File: config.mk
export PLATFORM = sky130hd
export DESIGN_NAME = private_section_parser
export DESIGN_NICKNAME = d
export VERILOG_FILES = /design/src/hdl/section_parser_pkg.sv /design/src/hdl/crc32_step.sv /design/src/hdl/private_section_parser.sv
export SDC_FILE = /design/constraint.sdc
export NUM_CORES = 1
export LEC_CHECK = 0
export ABC_CLOCK_PERIOD_IN_PS = 5300
export BUFFER_PORTS_ARGS = -buffer_cell sky130_fd_sc_hd__buf_2
export CAP_MARGIN = 30
export CORE_MARGIN = 5
export CORE_UTILIZATION = 40
export DETAILED_ROUTE_END_ITERATION = 10
export PLACE_DENSITY = 0.58
export SLEW_MARGIN = 40
export SYNTH_ARGS = -nofsm -noshare
export SYNTH_HDL_FRONTEND = slang
export SYNTH_HIERARCHICAL = 1
export SYNTH_SLANG_ARGS = --single-unit
File: constraint.sdc
create_clock -name pclk -period 5.3 [get_ports pclk]
set_input_delay 1.06 -clock pclk [delete_from_list [all_inputs] [get_ports pclk]]
set_output_delay 1.06 -clock pclk [all_outputs]
set_load 0.02 [all_outputs]
File: src/hdl/section_parser_pkg.sv
// Shared constants, types and register map for the private section parser
package section_parser_pkg;

    // Register byte offsets
    localparam logic [7:0] OFS_CTRL = 8'h00;
    localparam logic [7:0] OFS_STATUS = 8'h04;
    localparam logic [7:0] OFS_MASK = 8'h08;
    localparam logic [7:0] OFS_HDR0 = 8'h0C;
    localparam logic [7:0] OFS_HDR1 = 8'h10;
    localparam logic [7:0] OFS_REV = 8'h14;

    // Reset values
    localparam logic CTRL_EN_RST = 1'b1;
    localparam logic [4:0] MASK_RST = 5'h00;

    // Status and mask bit positions
    localparam int EV_GOOD = 0;
    localparam int EV_CRC = 1;
    localparam int EV_LEN = 2;
    localparam int EV_DONE = 3;
    localparam int EV_PEND = 4;
    localparam int EV_W = 5;

    // Section layout figures
    localparam logic [11:0] LEN_MAX = 12'hFFD;
    localparam logic [11:0] LONG_MIN = 12'h009;
    localparam logic [11:0] CRC_BYTES = 12'h004;
    localparam logic [2:0] LONG_HDR_LAST = 3'h4;
    localparam logic [7:0] TAG_RESERVED = 8'hFF;

    // Integrity check
    localparam logic [31:0] CRC_POLY = 32'h04C11DB7;
    localparam logic [31:0] CRC_INIT = 32'hFFFFFFFF;

    typedef enum logic [2:0] {
        ST_TAG,
        ST_LEN_HI,
        ST_LEN_LO,
        ST_LONG_HDR,
        ST_DATA
    } parse_e;

    // Byte arriving from the demultiplexer
    typedef struct packed {
        logic start;
        logic [7:0] data;
    } sec_in_s;

    // Payload byte handed onward
    typedef struct packed {
        logic last;
        logic good;
        logic [7:0] data;
    } sec_out_s;

    // Decoded header fields
    typedef struct packed {
        logic [7:0] table_tag;
        logic syntax;
        logic user_flag;
        logic [11:0] length;
        logic [15:0] table_tag_ext;
        logic [4:0] revision;
        logic applicable;
        logic [7:0] seg_index;
        logic [7:0] seg_final;
    } sec_hdr_s;

endpackage

File: src/hdl/crc32_step.sv
// Bytewise MSB-first 32-bit cyclic redundancy check register
`timescale 1ns/1ps
`default_nettype none
module crc32_step (
    input wire logic pclk,
    input wire logic presetn,
    input wire logic init,
    input wire logic en,
    input wire logic [7:0] data,
    output logic [31:0] crc_next
);
    import section_parser_pkg::*;

    typedef struct packed {
        logic [31:0] crc;
    } crc_state_s;

    crc_state_s r_reg;
    crc_state_s r_next;

    // One byte through the divider, top bit first
    function automatic logic [31:0] crc_byte(input logic [31:0] c, input logic [7:0] d);
        logic [31:0] v;
        v = c;
        for (int i = 7; i >= 0; i--) begin
            if (v[31] ^ d[i]) begin
                v = {v[30:0], 1'b0} ^ CRC_POLY;
            end else begin
                v = {v[30:0], 1'b0};
            end
        end
        return v;
    endfunction

    // Start of section reloads all ones before the first byte
    always_comb begin
        r_next = r_reg;
        crc_next = crc_byte(init ? CRC_INIT : r_reg.crc, data);
        if (init || en) begin
            r_next.crc = crc_next;
        end
    end

    always_ff @(posedge pclk or negedge presetn) begin
        if (!presetn) begin
            r_reg <= '{crc: CRC_INIT};
        end else begin
            r_reg <= r_next;
        end
    end
endmodule
`default_nettype wire

File: src/hdl/private_section_parser.sv
// Private section parser with APB registers and payload forwarding
//
// Operation
// - First byte is the 8-bit table tag; reserved tag values are flagged.
// - Syntax bit one selects long form with extension, revision and check word.
// - Syntax bit zero makes all bytes after the length opaque payload.
// - Twelve-bit length counts remaining bytes and marks the section end.
// - User flag bit is passed through without meaning.
// - Sixteen-bit tag extension is captured and forwarded uninterpreted.
// - Applicable bit one makes revision the table currently in force.
// - Applicable bit zero holds the revision pending as the next one.
// - Final segment index tells when every segment of the table arrived; tracked for applicable bit one only.
// - Check runs over the whole long section; accept only on zero residue.
// - All segments of one table carry the same table tag.
// - Long sections use the full common header after the shared fields.
`timescale 1ns/1ps
`default_nettype none
module private_section_parser #(
    parameter logic [11:0] MAX_LEN = 12'hFFD
) (
    input wire logic pclk,
    input wire logic presetn,
    input wire logic [7:0] paddr,
    input wire logic psel,
    input wire logic penable,
    input wire logic pwrite,
    input wire logic [31:0] pwdata,
    output logic [31:0] prdata,
    output logic pready,
    output logic pslverr,
    input wire logic in_valid,
    input wire section_parser_pkg::sec_in_s in_byte,
    output logic out_valid,
    output section_parser_pkg::sec_out_s out_byte,
    output section_parser_pkg::sec_hdr_s hdr,
    output logic hdr_valid,
    output logic irq
);
    import section_parser_pkg::*;

    typedef struct packed {
        parse_e st;
        logic [2:0] pos;
        logic [11:0] remain;
        sec_hdr_s hdr;
        logic hdr_valid;
        logic tag_reserved;
        logic enable;
        logic [EV_W-1:0] status;
        logic [EV_W-1:0] mask;
        logic cur_valid;
        logic [4:0] cur_rev;
        logic pend_valid;
        logic [4:0] pend_rev;
        logic trk_valid;
        logic [7:0] trk_tag;
        logic [15:0] trk_ext;
        logic [4:0] trk_rev;
        logic [255:0] seen;
        logic [31:0] prdata;
        logic out_valid;
        sec_out_s out_byte;
    } parser_state_s;

    parser_state_s r_reg;
    parser_state_s r_next;

    logic crc_init;
    logic crc_en;
    logic [31:0] crc_next;

    // Bit for one segment index
    function automatic logic [255:0] seg_bit(input logic [7:0] idx);
        return 256'h1 << idx;
    endfunction

    // Bits of all segments from zero up to the final index
    function automatic logic [255:0] seg_upto(input logic [7:0] last);
        logic [255:0] m;
        m = '0;
        for (int i = 0; i < 256; i++) begin
            m[i] = (i <= int'(last));
        end
        return m;
    endfunction

    // Address decode for the error answer; the read mux decodes paddr in its own case
    function automatic logic is_mapped(input logic [7:0] a);
        return (a == OFS_CTRL) || (a == OFS_STATUS) || (a == OFS_MASK) ||
               (a == OFS_HDR0) || (a == OFS_HDR1) || (a == OFS_REV);
    endfunction

    crc32_step u_crc (
        .pclk(pclk),
        .presetn(presetn),
        .init(crc_init),
        .en(crc_en),
        .data(in_byte.data),
        .crc_next(crc_next)
    );

    // Zero wait state slave; read data is prepared in the setup cycle
    assign pready = 1'b1;
    assign pslverr = psel && penable && !is_mapped(paddr);
    assign prdata = r_reg.prdata;
    assign out_valid = r_reg.out_valid;
    assign out_byte = r_reg.out_byte;
    assign hdr = r_reg.hdr;
    assign hdr_valid = r_reg.hdr_valid;
    assign irq = |(r_reg.status & r_reg.mask);

    // Parser, table tracking and register file in one next-state process
    always_comb begin
        logic [EV_W-1:0] ev;
        logic [11:0] len_v;
        logic sec_end;
        logic sec_ok;
        logic [255:0] seen_v;
        ev = '0;
        len_v = '0;
        sec_end = 1'b0;
        sec_ok = 1'b0;
        seen_v = '0;
        r_next = r_reg;
        r_next.out_valid = 1'b0;
        r_next.out_byte = '0;
        r_next.hdr_valid = 1'b0;
        crc_init = 1'b0;
        crc_en = 1'b0;

        if (in_valid && r_reg.enable) begin
            if (in_byte.start) begin
                if (r_reg.st != ST_TAG) begin
                    ev[EV_LEN] = 1'b1;
                end
                // first byte is the table tag
                r_next.hdr = '0;
                r_next.hdr.table_tag = in_byte.data;
                r_next.tag_reserved = (in_byte.data == TAG_RESERVED);
                r_next.st = ST_LEN_HI;
                crc_init = 1'b1;
            end else begin
                unique case (r_reg.st)
                    ST_TAG: begin
                        // Stray bytes outside a section are dropped
                    end
                    ST_LEN_HI: begin
                        crc_en = 1'b1;
                        r_next.hdr.syntax = in_byte.data[7];
                        r_next.hdr.user_flag = in_byte.data[6];
                        r_next.hdr.length[11:8] = in_byte.data[3:0];
                        r_next.st = ST_LEN_LO;
                    end
                    ST_LEN_LO: begin
                        crc_en = 1'b1;
                        len_v = {r_reg.hdr.length[11:8], in_byte.data};
                        r_next.hdr.length = len_v;
                        r_next.remain = len_v;
                        r_next.pos = '0;
                        if (len_v > MAX_LEN || (r_reg.hdr.syntax && len_v < LONG_MIN)) begin
                            ev[EV_LEN] = 1'b1;
                            r_next.st = ST_TAG;
                        end else if (len_v == 12'h000) begin
                            // Empty short section ends at its header
                            r_next.hdr_valid = 1'b1;
                            ev[EV_GOOD] = 1'b1;
                            r_next.st = ST_TAG;
                        end else if (r_reg.hdr.syntax) begin
                            r_next.st = ST_LONG_HDR;
                        end else begin
                            r_next.hdr_valid = 1'b1;
                            r_next.st = ST_DATA;
                        end
                    end
                    ST_LONG_HDR: begin
                        crc_en = 1'b1;
                        r_next.remain = r_reg.remain - 12'h001;
                        r_next.pos = r_reg.pos + 3'h1;
                        // full common header in long form
                        unique case (r_reg.pos)
                            3'h0: r_next.hdr.table_tag_ext[15:8] = in_byte.data;
                            3'h1: r_next.hdr.table_tag_ext[7:0] = in_byte.data;
                            3'h2: begin
                                r_next.hdr.revision = in_byte.data[5:1];
                                r_next.hdr.applicable = in_byte.data[0];
                            end
                            3'h3: r_next.hdr.seg_index = in_byte.data;
                            default: r_next.hdr.seg_final = in_byte.data;
                        endcase
                        if (r_reg.pos == LONG_HDR_LAST) begin
                            r_next.hdr_valid = 1'b1;
                            r_next.st = ST_DATA;
                        end
                    end
                    ST_DATA: begin
                        crc_en = 1'b1;
                        r_next.remain = r_reg.remain - 12'h001;
                        // count of remaining bytes finds the end
                        sec_end = (r_reg.remain == 12'h001);
                        // Check word bytes are not payload
                        if (!r_reg.hdr.syntax || r_reg.remain > CRC_BYTES) begin
                            r_next.out_valid = 1'b1;
                            r_next.out_byte.data = in_byte.data;
                            r_next.out_byte.last = sec_end || (r_reg.hdr.syntax &&
                                                   r_reg.remain == CRC_BYTES + 12'h001);
                        end
                        if (sec_end) begin
                            r_next.st = ST_TAG;
                            // residue after the check word must be zero
                            // nonzero residue raises the check error
                            sec_ok = !r_reg.hdr.syntax || (crc_next == 32'h00000000);
                            ev[EV_GOOD] = sec_ok;
                            ev[EV_CRC] = !sec_ok;
                        end
                        // Short form verdict rides with the last byte
                        r_next.out_byte.good = r_next.out_byte.last &&
                                               !r_reg.hdr.syntax;
                    end
                    default: r_next.st = ST_TAG;
                endcase
            end
        end

        // Accepted long section updates revision and segment tracking
        if (sec_ok && r_reg.hdr.syntax) begin
            if (r_reg.hdr.applicable) begin
                r_next.cur_valid = 1'b1;
                r_next.cur_rev = r_reg.hdr.revision;
                if (r_reg.pend_valid && r_reg.pend_rev == r_reg.hdr.revision) begin
                    r_next.pend_valid = 1'b0;
                end
                // a change of tag, extension or revision starts a new table
                if (r_reg.trk_valid && r_reg.trk_tag == r_reg.hdr.table_tag &&
                    r_reg.trk_ext == r_reg.hdr.table_tag_ext &&
                    r_reg.trk_rev == r_reg.hdr.revision) begin
                    seen_v = r_reg.seen | seg_bit(r_reg.hdr.seg_index);
                end else begin
                    seen_v = seg_bit(r_reg.hdr.seg_index);
                end
                r_next.seen = seen_v;
                r_next.trk_valid = 1'b1;
                r_next.trk_tag = r_reg.hdr.table_tag;
                r_next.trk_ext = r_reg.hdr.table_tag_ext;
                r_next.trk_rev = r_reg.hdr.revision;
                // all segments up to the final index present
                ev[EV_DONE] = &(seen_v | ~seg_upto(r_reg.hdr.seg_final));
            end else begin
                r_next.pend_valid = 1'b1;
                r_next.pend_rev = r_reg.hdr.revision;
                ev[EV_PEND] = 1'b1;
            end
        end

        // Long-form payload's last byte always carries good low; the check result goes to status only
        if (r_next.out_byte.last && r_reg.hdr.syntax) begin
            r_next.out_byte.good = 1'b0;
        end

        // Register reads prepared in setup; status read clears, set wins
        r_next.status = r_reg.status;
        if (psel && penable && !pwrite && paddr == OFS_STATUS) begin
            r_next.status = '0;
        end
        r_next.status = r_next.status | ev;
        if (psel && !penable) begin
            unique case (paddr)
                OFS_CTRL: r_next.prdata = {31'h0, r_reg.enable};
                // Same-cycle events included, else the coming clear would lose them
                OFS_STATUS: r_next.prdata = {27'h0, r_next.status};
                OFS_MASK: r_next.prdata = {27'h0, r_reg.mask};
                OFS_HDR0: r_next.prdata = {r_reg.hdr.table_tag, r_reg.hdr.syntax,
                                           r_reg.hdr.user_flag, r_reg.tag_reserved,
                                           9'h000, r_reg.hdr.length};
                OFS_HDR1: r_next.prdata = {r_reg.hdr.table_tag_ext, r_reg.hdr.seg_index,
                                           r_reg.hdr.seg_final};
                OFS_REV: r_next.prdata = {16'h0000, r_reg.cur_valid, 2'h0, r_reg.cur_rev,
                                          r_reg.pend_valid, 2'h0, r_reg.pend_rev};
                default: r_next.prdata = 32'h00000000;
            endcase
        end
        if (psel && penable && pwrite) begin
            if (paddr == OFS_CTRL) begin
                r_next.enable = pwdata[0];
            end
            if (paddr == OFS_MASK) begin
                r_next.mask = pwdata[EV_W-1:0];
            end
        end
    end

    always_ff @(posedge pclk or negedge presetn) begin
        if (!presetn) begin
            r_reg <= '0;
            r_reg.st <= ST_TAG;
            r_reg.enable <= CTRL_EN_RST;
            r_reg.mask <= MASK_RST;
        end else begin
            r_reg <= r_next;
        end
    end
endmodule
`default_nettype wire

[Word level (Yosys, flattened, before mapping)]
Index checks and enable logic that the tools add are counted.
Storage, ports and cells
  register bits after elaboration: 458
  input bits: 55
  output and inout bits: 107
Operators by class
  reduce and logical (&&, ||, !) cells: 67
  order comparisons: 258
  eq/ne operators: 25
  muxes and demuxes: 75
  bitwise operators: 23
  add/subtract/negate cells: 2
  shift-type cells: 1
Operator list (number)
  $le A8 B8 Y1 const A: 128
  $mux W256: 3
  $le A7 B8 Y1 const A: 64
  $or A256 B256 Y256: 2
  $le A6 B8 Y1 const A: 32
  $not A256 Y256: 1
  $reduce_and A256 Y1: 1
  $shl A1 B8 Y256 const A: 1
  $mux W27: 8
  $pmux W32 S6: 1
  $le A5 B8 Y1 const A: 16
  $not A14 Y14: 8
  $le A4 B8 Y1 const A: 8
  $mux W52: 1
  $mux W8: 6
  $mux W38: 1
  $mux W11: 3
  $le A3 B8 Y1 const A: 4
  $logic_not A32 Y1: 1
  $mux W32: 1
  $mux W1: 27
  $pmux W12 S2: 1
  $mux W3: 7
  $reduce_and A3 Y1: 7
  other kinds (46): 119

[Logic depth before layout (Yosys ltp)]
  depth in word-level cells: 33
  gate-level depth with buffers: 22
  mapped depth without buffers: 17

[By module]
The synthesis kept the hierarchy.
By module, submodules not included
  private_section_parser: cells an instance 2882, area an instance 24424.7 um^2, times used 1, sequential area each 10661.5 um^2
  crc32_step: cells an instance 292, area an instance 2544.9 um^2, times used 1, sequential area each 840.8 um^2

[Worst setup path after synthesis]
No wires, ideal clock.
  path kind: input-to-reg
  from: input in_valid
  to: register r_reg[349] (netlist bit)
  buffers on the path: 5
  setup time: 0.066 ns
  data arrival time: 5.375 ns
  setup slack: -0.142 ns
  cell stages on the path: 21
  cells stage by stage: and2_1 clkbuf_1 nand2_1 inv_1 clkbuf_1 buf_4 nor2_1 xnor2_2 xnor3_2 xnor2_4 xnor2_1 nor4_1 nand2_1 nor4_1 and3_1 buf_2 buf_2 nand4_1 nor4_1 nand4_1 nand2_1
RTL lines
  from (decl): RTL line private_section_parser.sv:31  | input wire logic in_valid,
  to (signal assigned): RTL line private_section_parser.sv:298  | r_reg <= r_next;
  to (decl): RTL line private_section_parser.sv:65  | parser_state_s r_reg;

==> results.ini <==
[worst_setup_path]
r2r_slack_ns=0.33
setup.worst_path.start=hdr[3]
crit_fanout=43
r2r_cells=13
critical_path_class=reg2reg
r2r-end=r_reg[349]
crit_end=r_reg[349]
reg2reg_from=hdr[3]
cp.arrival_ns=5.53
cp-end-kind=register
cp.required_ns=5.86
crit_path_start_kind=register

[floorplan]
core_area_um2=67000
fp.dieArea_um2=72700
die_x_um=270
placementRows=95
start_util=0.402
ioPinCount=162
dieHeight_um=270

[yosys]
syn_area_um2=27000
yosysUniqueCellTypes=94
synth-warning-count=6
async_reset_ff_frac=1.00
synth_area_leaders=dfrtp_1 (39%), nand2_1 (9.1%), o21ai_0 (7.8%)
ys_seq_elements=458
synth_compound_area_frac=0.217
synth_top_area_frac=0.394
synth_top_area_cell=dfrtp_1
synth_commonest_cells=nand2_1 (656), dfrtp_1 (425), o21ai_0 (423)
yosysMostFrequentCell=nand2_1
avgSynthCellArea_um2=8.50
synth_xor_xnor_area_share=0.0467
synthMuxAreaShare=0.0184
yosys.area_share.adder=0.00371
synth_cells=3174
syn-num-nets=3237
synth_edf_count=0
synthSimpleGateAreaFrac=0.214
synth_top_family_by_area=compound AO/OA/AOI/OAI gates
synth_flop_cell=dfrtp_1
ys_seq_area_frac=0.426

[clock_network]
post-cts-setup-buffers=0
post_cts_resize_count=0
cts.clk_slew.worst_paths_ns=0.06
cts.hold.buffers_added=0
clock_path_buffers=3
numClockSinks=458
clock_tree.root_cell=clkbuf_16
cts_tree=built
clk_latency_ns=0.63
numCtsBuffers=54
cts_max_level=2

[pwr]
switching_share=0.283
switchingPower_mw=2.51
pwr-share-comb=0.156
powerDensity_nw_per_um2=281
pwr-share-seq=0.417
internal_power_mw=6.37
power_leakage_nw=13.8
power.share.clock=0.427
vdd_ir_drop_max_v=0.000344

[placement]
numPortBuffers=133
gp_congestion=1.08
placedInstanceArea_um2=29800
pre_cts_ws_ns=-0.0213
hpwl_mm=110

[timing]
slew-limit-headroom=0.358
period_minus_slack_ns=4.97
period_share=0.938
worst_pin_slew_ns=0.938
setup_viol=0
rsz0062_at_grt=false
fin_ws_ns=0.330
max_freq_mhz=201
fin_skew_ns=0.0254
slew_violations=0
fin_hold_ws_ns=0.291
final-hold-violation-count=0

[run_status]
status=complete, no violations

[drt]
route.detailed.drc=0
num_vias=28100
wl_per_cell_um=35.5
drtIter0Drc=4191
viasPerCell=6.62
drtAntennaViolNets=0
dr.pass1.iters=8
routed_wl_mm=151

[grt]
grt_max_degree=120
met3_usage=0.153
grt_pass1_wl_mm=211
grt-ovfl-total=0
grt_use_met2=0.562
grt_pass1_vias=26800
antenna_found_initial=18
grt_util_all_layers=0.399
grt_use_met1=0.540
grt-busiest-layer=met2

[layout]
utilization=0.472
drive_above_1_share=0.201
design_area_um2=31700
layout.nets=3387
area_growth_pct=17.4
num-fill-cells=6555
largest_register_ff_count=322

[flow_run]
maxCapViolCount=0

[worst_hold_path]
min_path_type=in2async

## critical path, stage by stage (launching register included)
cell	delay [ns]
dfrtp_4	0.78
buf_12	0.30
nor4_1	0.78
nand2_1	0.42
o211ai_1	0.26
o2111ai_1	0.47
nor4_1	0.60
buf_4	0.27
nand4_1	0.10
nor4_1	0.29
buf_4	0.23
nand4_1	0.16
buf_4	0.17
nand2_1	0.05
## how the worst min path moves through the flow
stage / start / to / slack (ns) / cells past startpoint
after floorplan: u_crc/r_reg[10] / u_crc/r_reg[10] / 0.43 / 2
after global placement: u_crc/r_reg[16] / u_crc/r_reg[16] / 0.44 / 2
after detailed placement: u_crc/r_reg[6] / u_crc/r_reg[6] / 0.45 / 2
after CTS: u_crc/r_reg[6] / u_crc/r_reg[6] / 0.46 / 2
after global routing: presetn / out_byte[5] / 0.29 / 1
final: presetn / out_byte[5] / 0.29 / 1
## cell families (layout without fill, tap and decap cells)
family | Yosys count | in the layout
other | 1 | 7
adders and majority gates | 8 | 8
AOI/OAI and AO/OA | 943 | 943
muxes | 48 | 48
xor gates and xnor gates | 125 | 125
DFF | 458 | 458
and+or+nand+nor | 1195 | 1195
buffers and inverters | 396 | 589
## power by group through the flow
stage,Sequential [mW],Combinational (mW),Clock [mW]
finish,3.71,1.39,3.79
CTS,3.70,1.38,3.84
detailed placement,3.77,1.37,0
global placement,3.76,1.36,0
floorplan,3.71,0.999,0
global route,3.71,1.50,3.97
## metrics by stage
stage          std cells  TNS [ns]  total power, mW
6_report            4246         0             8.89
5_1_grt             4240         0             9.18
4_1_cts             4239         0             8.92
3_5_place_dp        4140   -0.0347             5.14
3_3_place_gp        4139         0             5.12
2_1_floorplan       3174         0             4.71
## cells in the final DEF, fill, tap and decap left out, types with 55 or more instances in the layout
| cell type | instances |
|---|---|
| nand2_1 | 655 |
| o21ai_0 | 422 |
| dfrtp_1 | 416 |
| buf_4 | 296 |
| nor2_1 | 176 |
| a21oi_1 | 156 |
| buf_2 | 132 |
| xnor2_1 | 89 |
| clkbuf_16 | 55 |
## layout make-up
cell class / instances / area [µm²] / share of cell area
inverters: 33 / 124 / 0.00391
clock inverters: 20 / 200 / 0.00632
multi-input cells: 2320 / 13700 / 0.433
well taps: 873 / 1090 / 0.0345
clock buffers: 79 / 1560 / 0.0491
diodes: 6 / 15.0 / 0.000474
flip-flops and latches: 458 / 11500 / 0.364
repair buffers: 457 / 3460 / 0.109
## metal layers
layer / routed length [µm] / up-vias
met2: 60700 / 1978
met1: 61000 / 14000
met4: 9300 / 22
met5: 140 / -
met3: 19600 / 486
li1: - / 11600
Power figures use the tool's default switching activity.
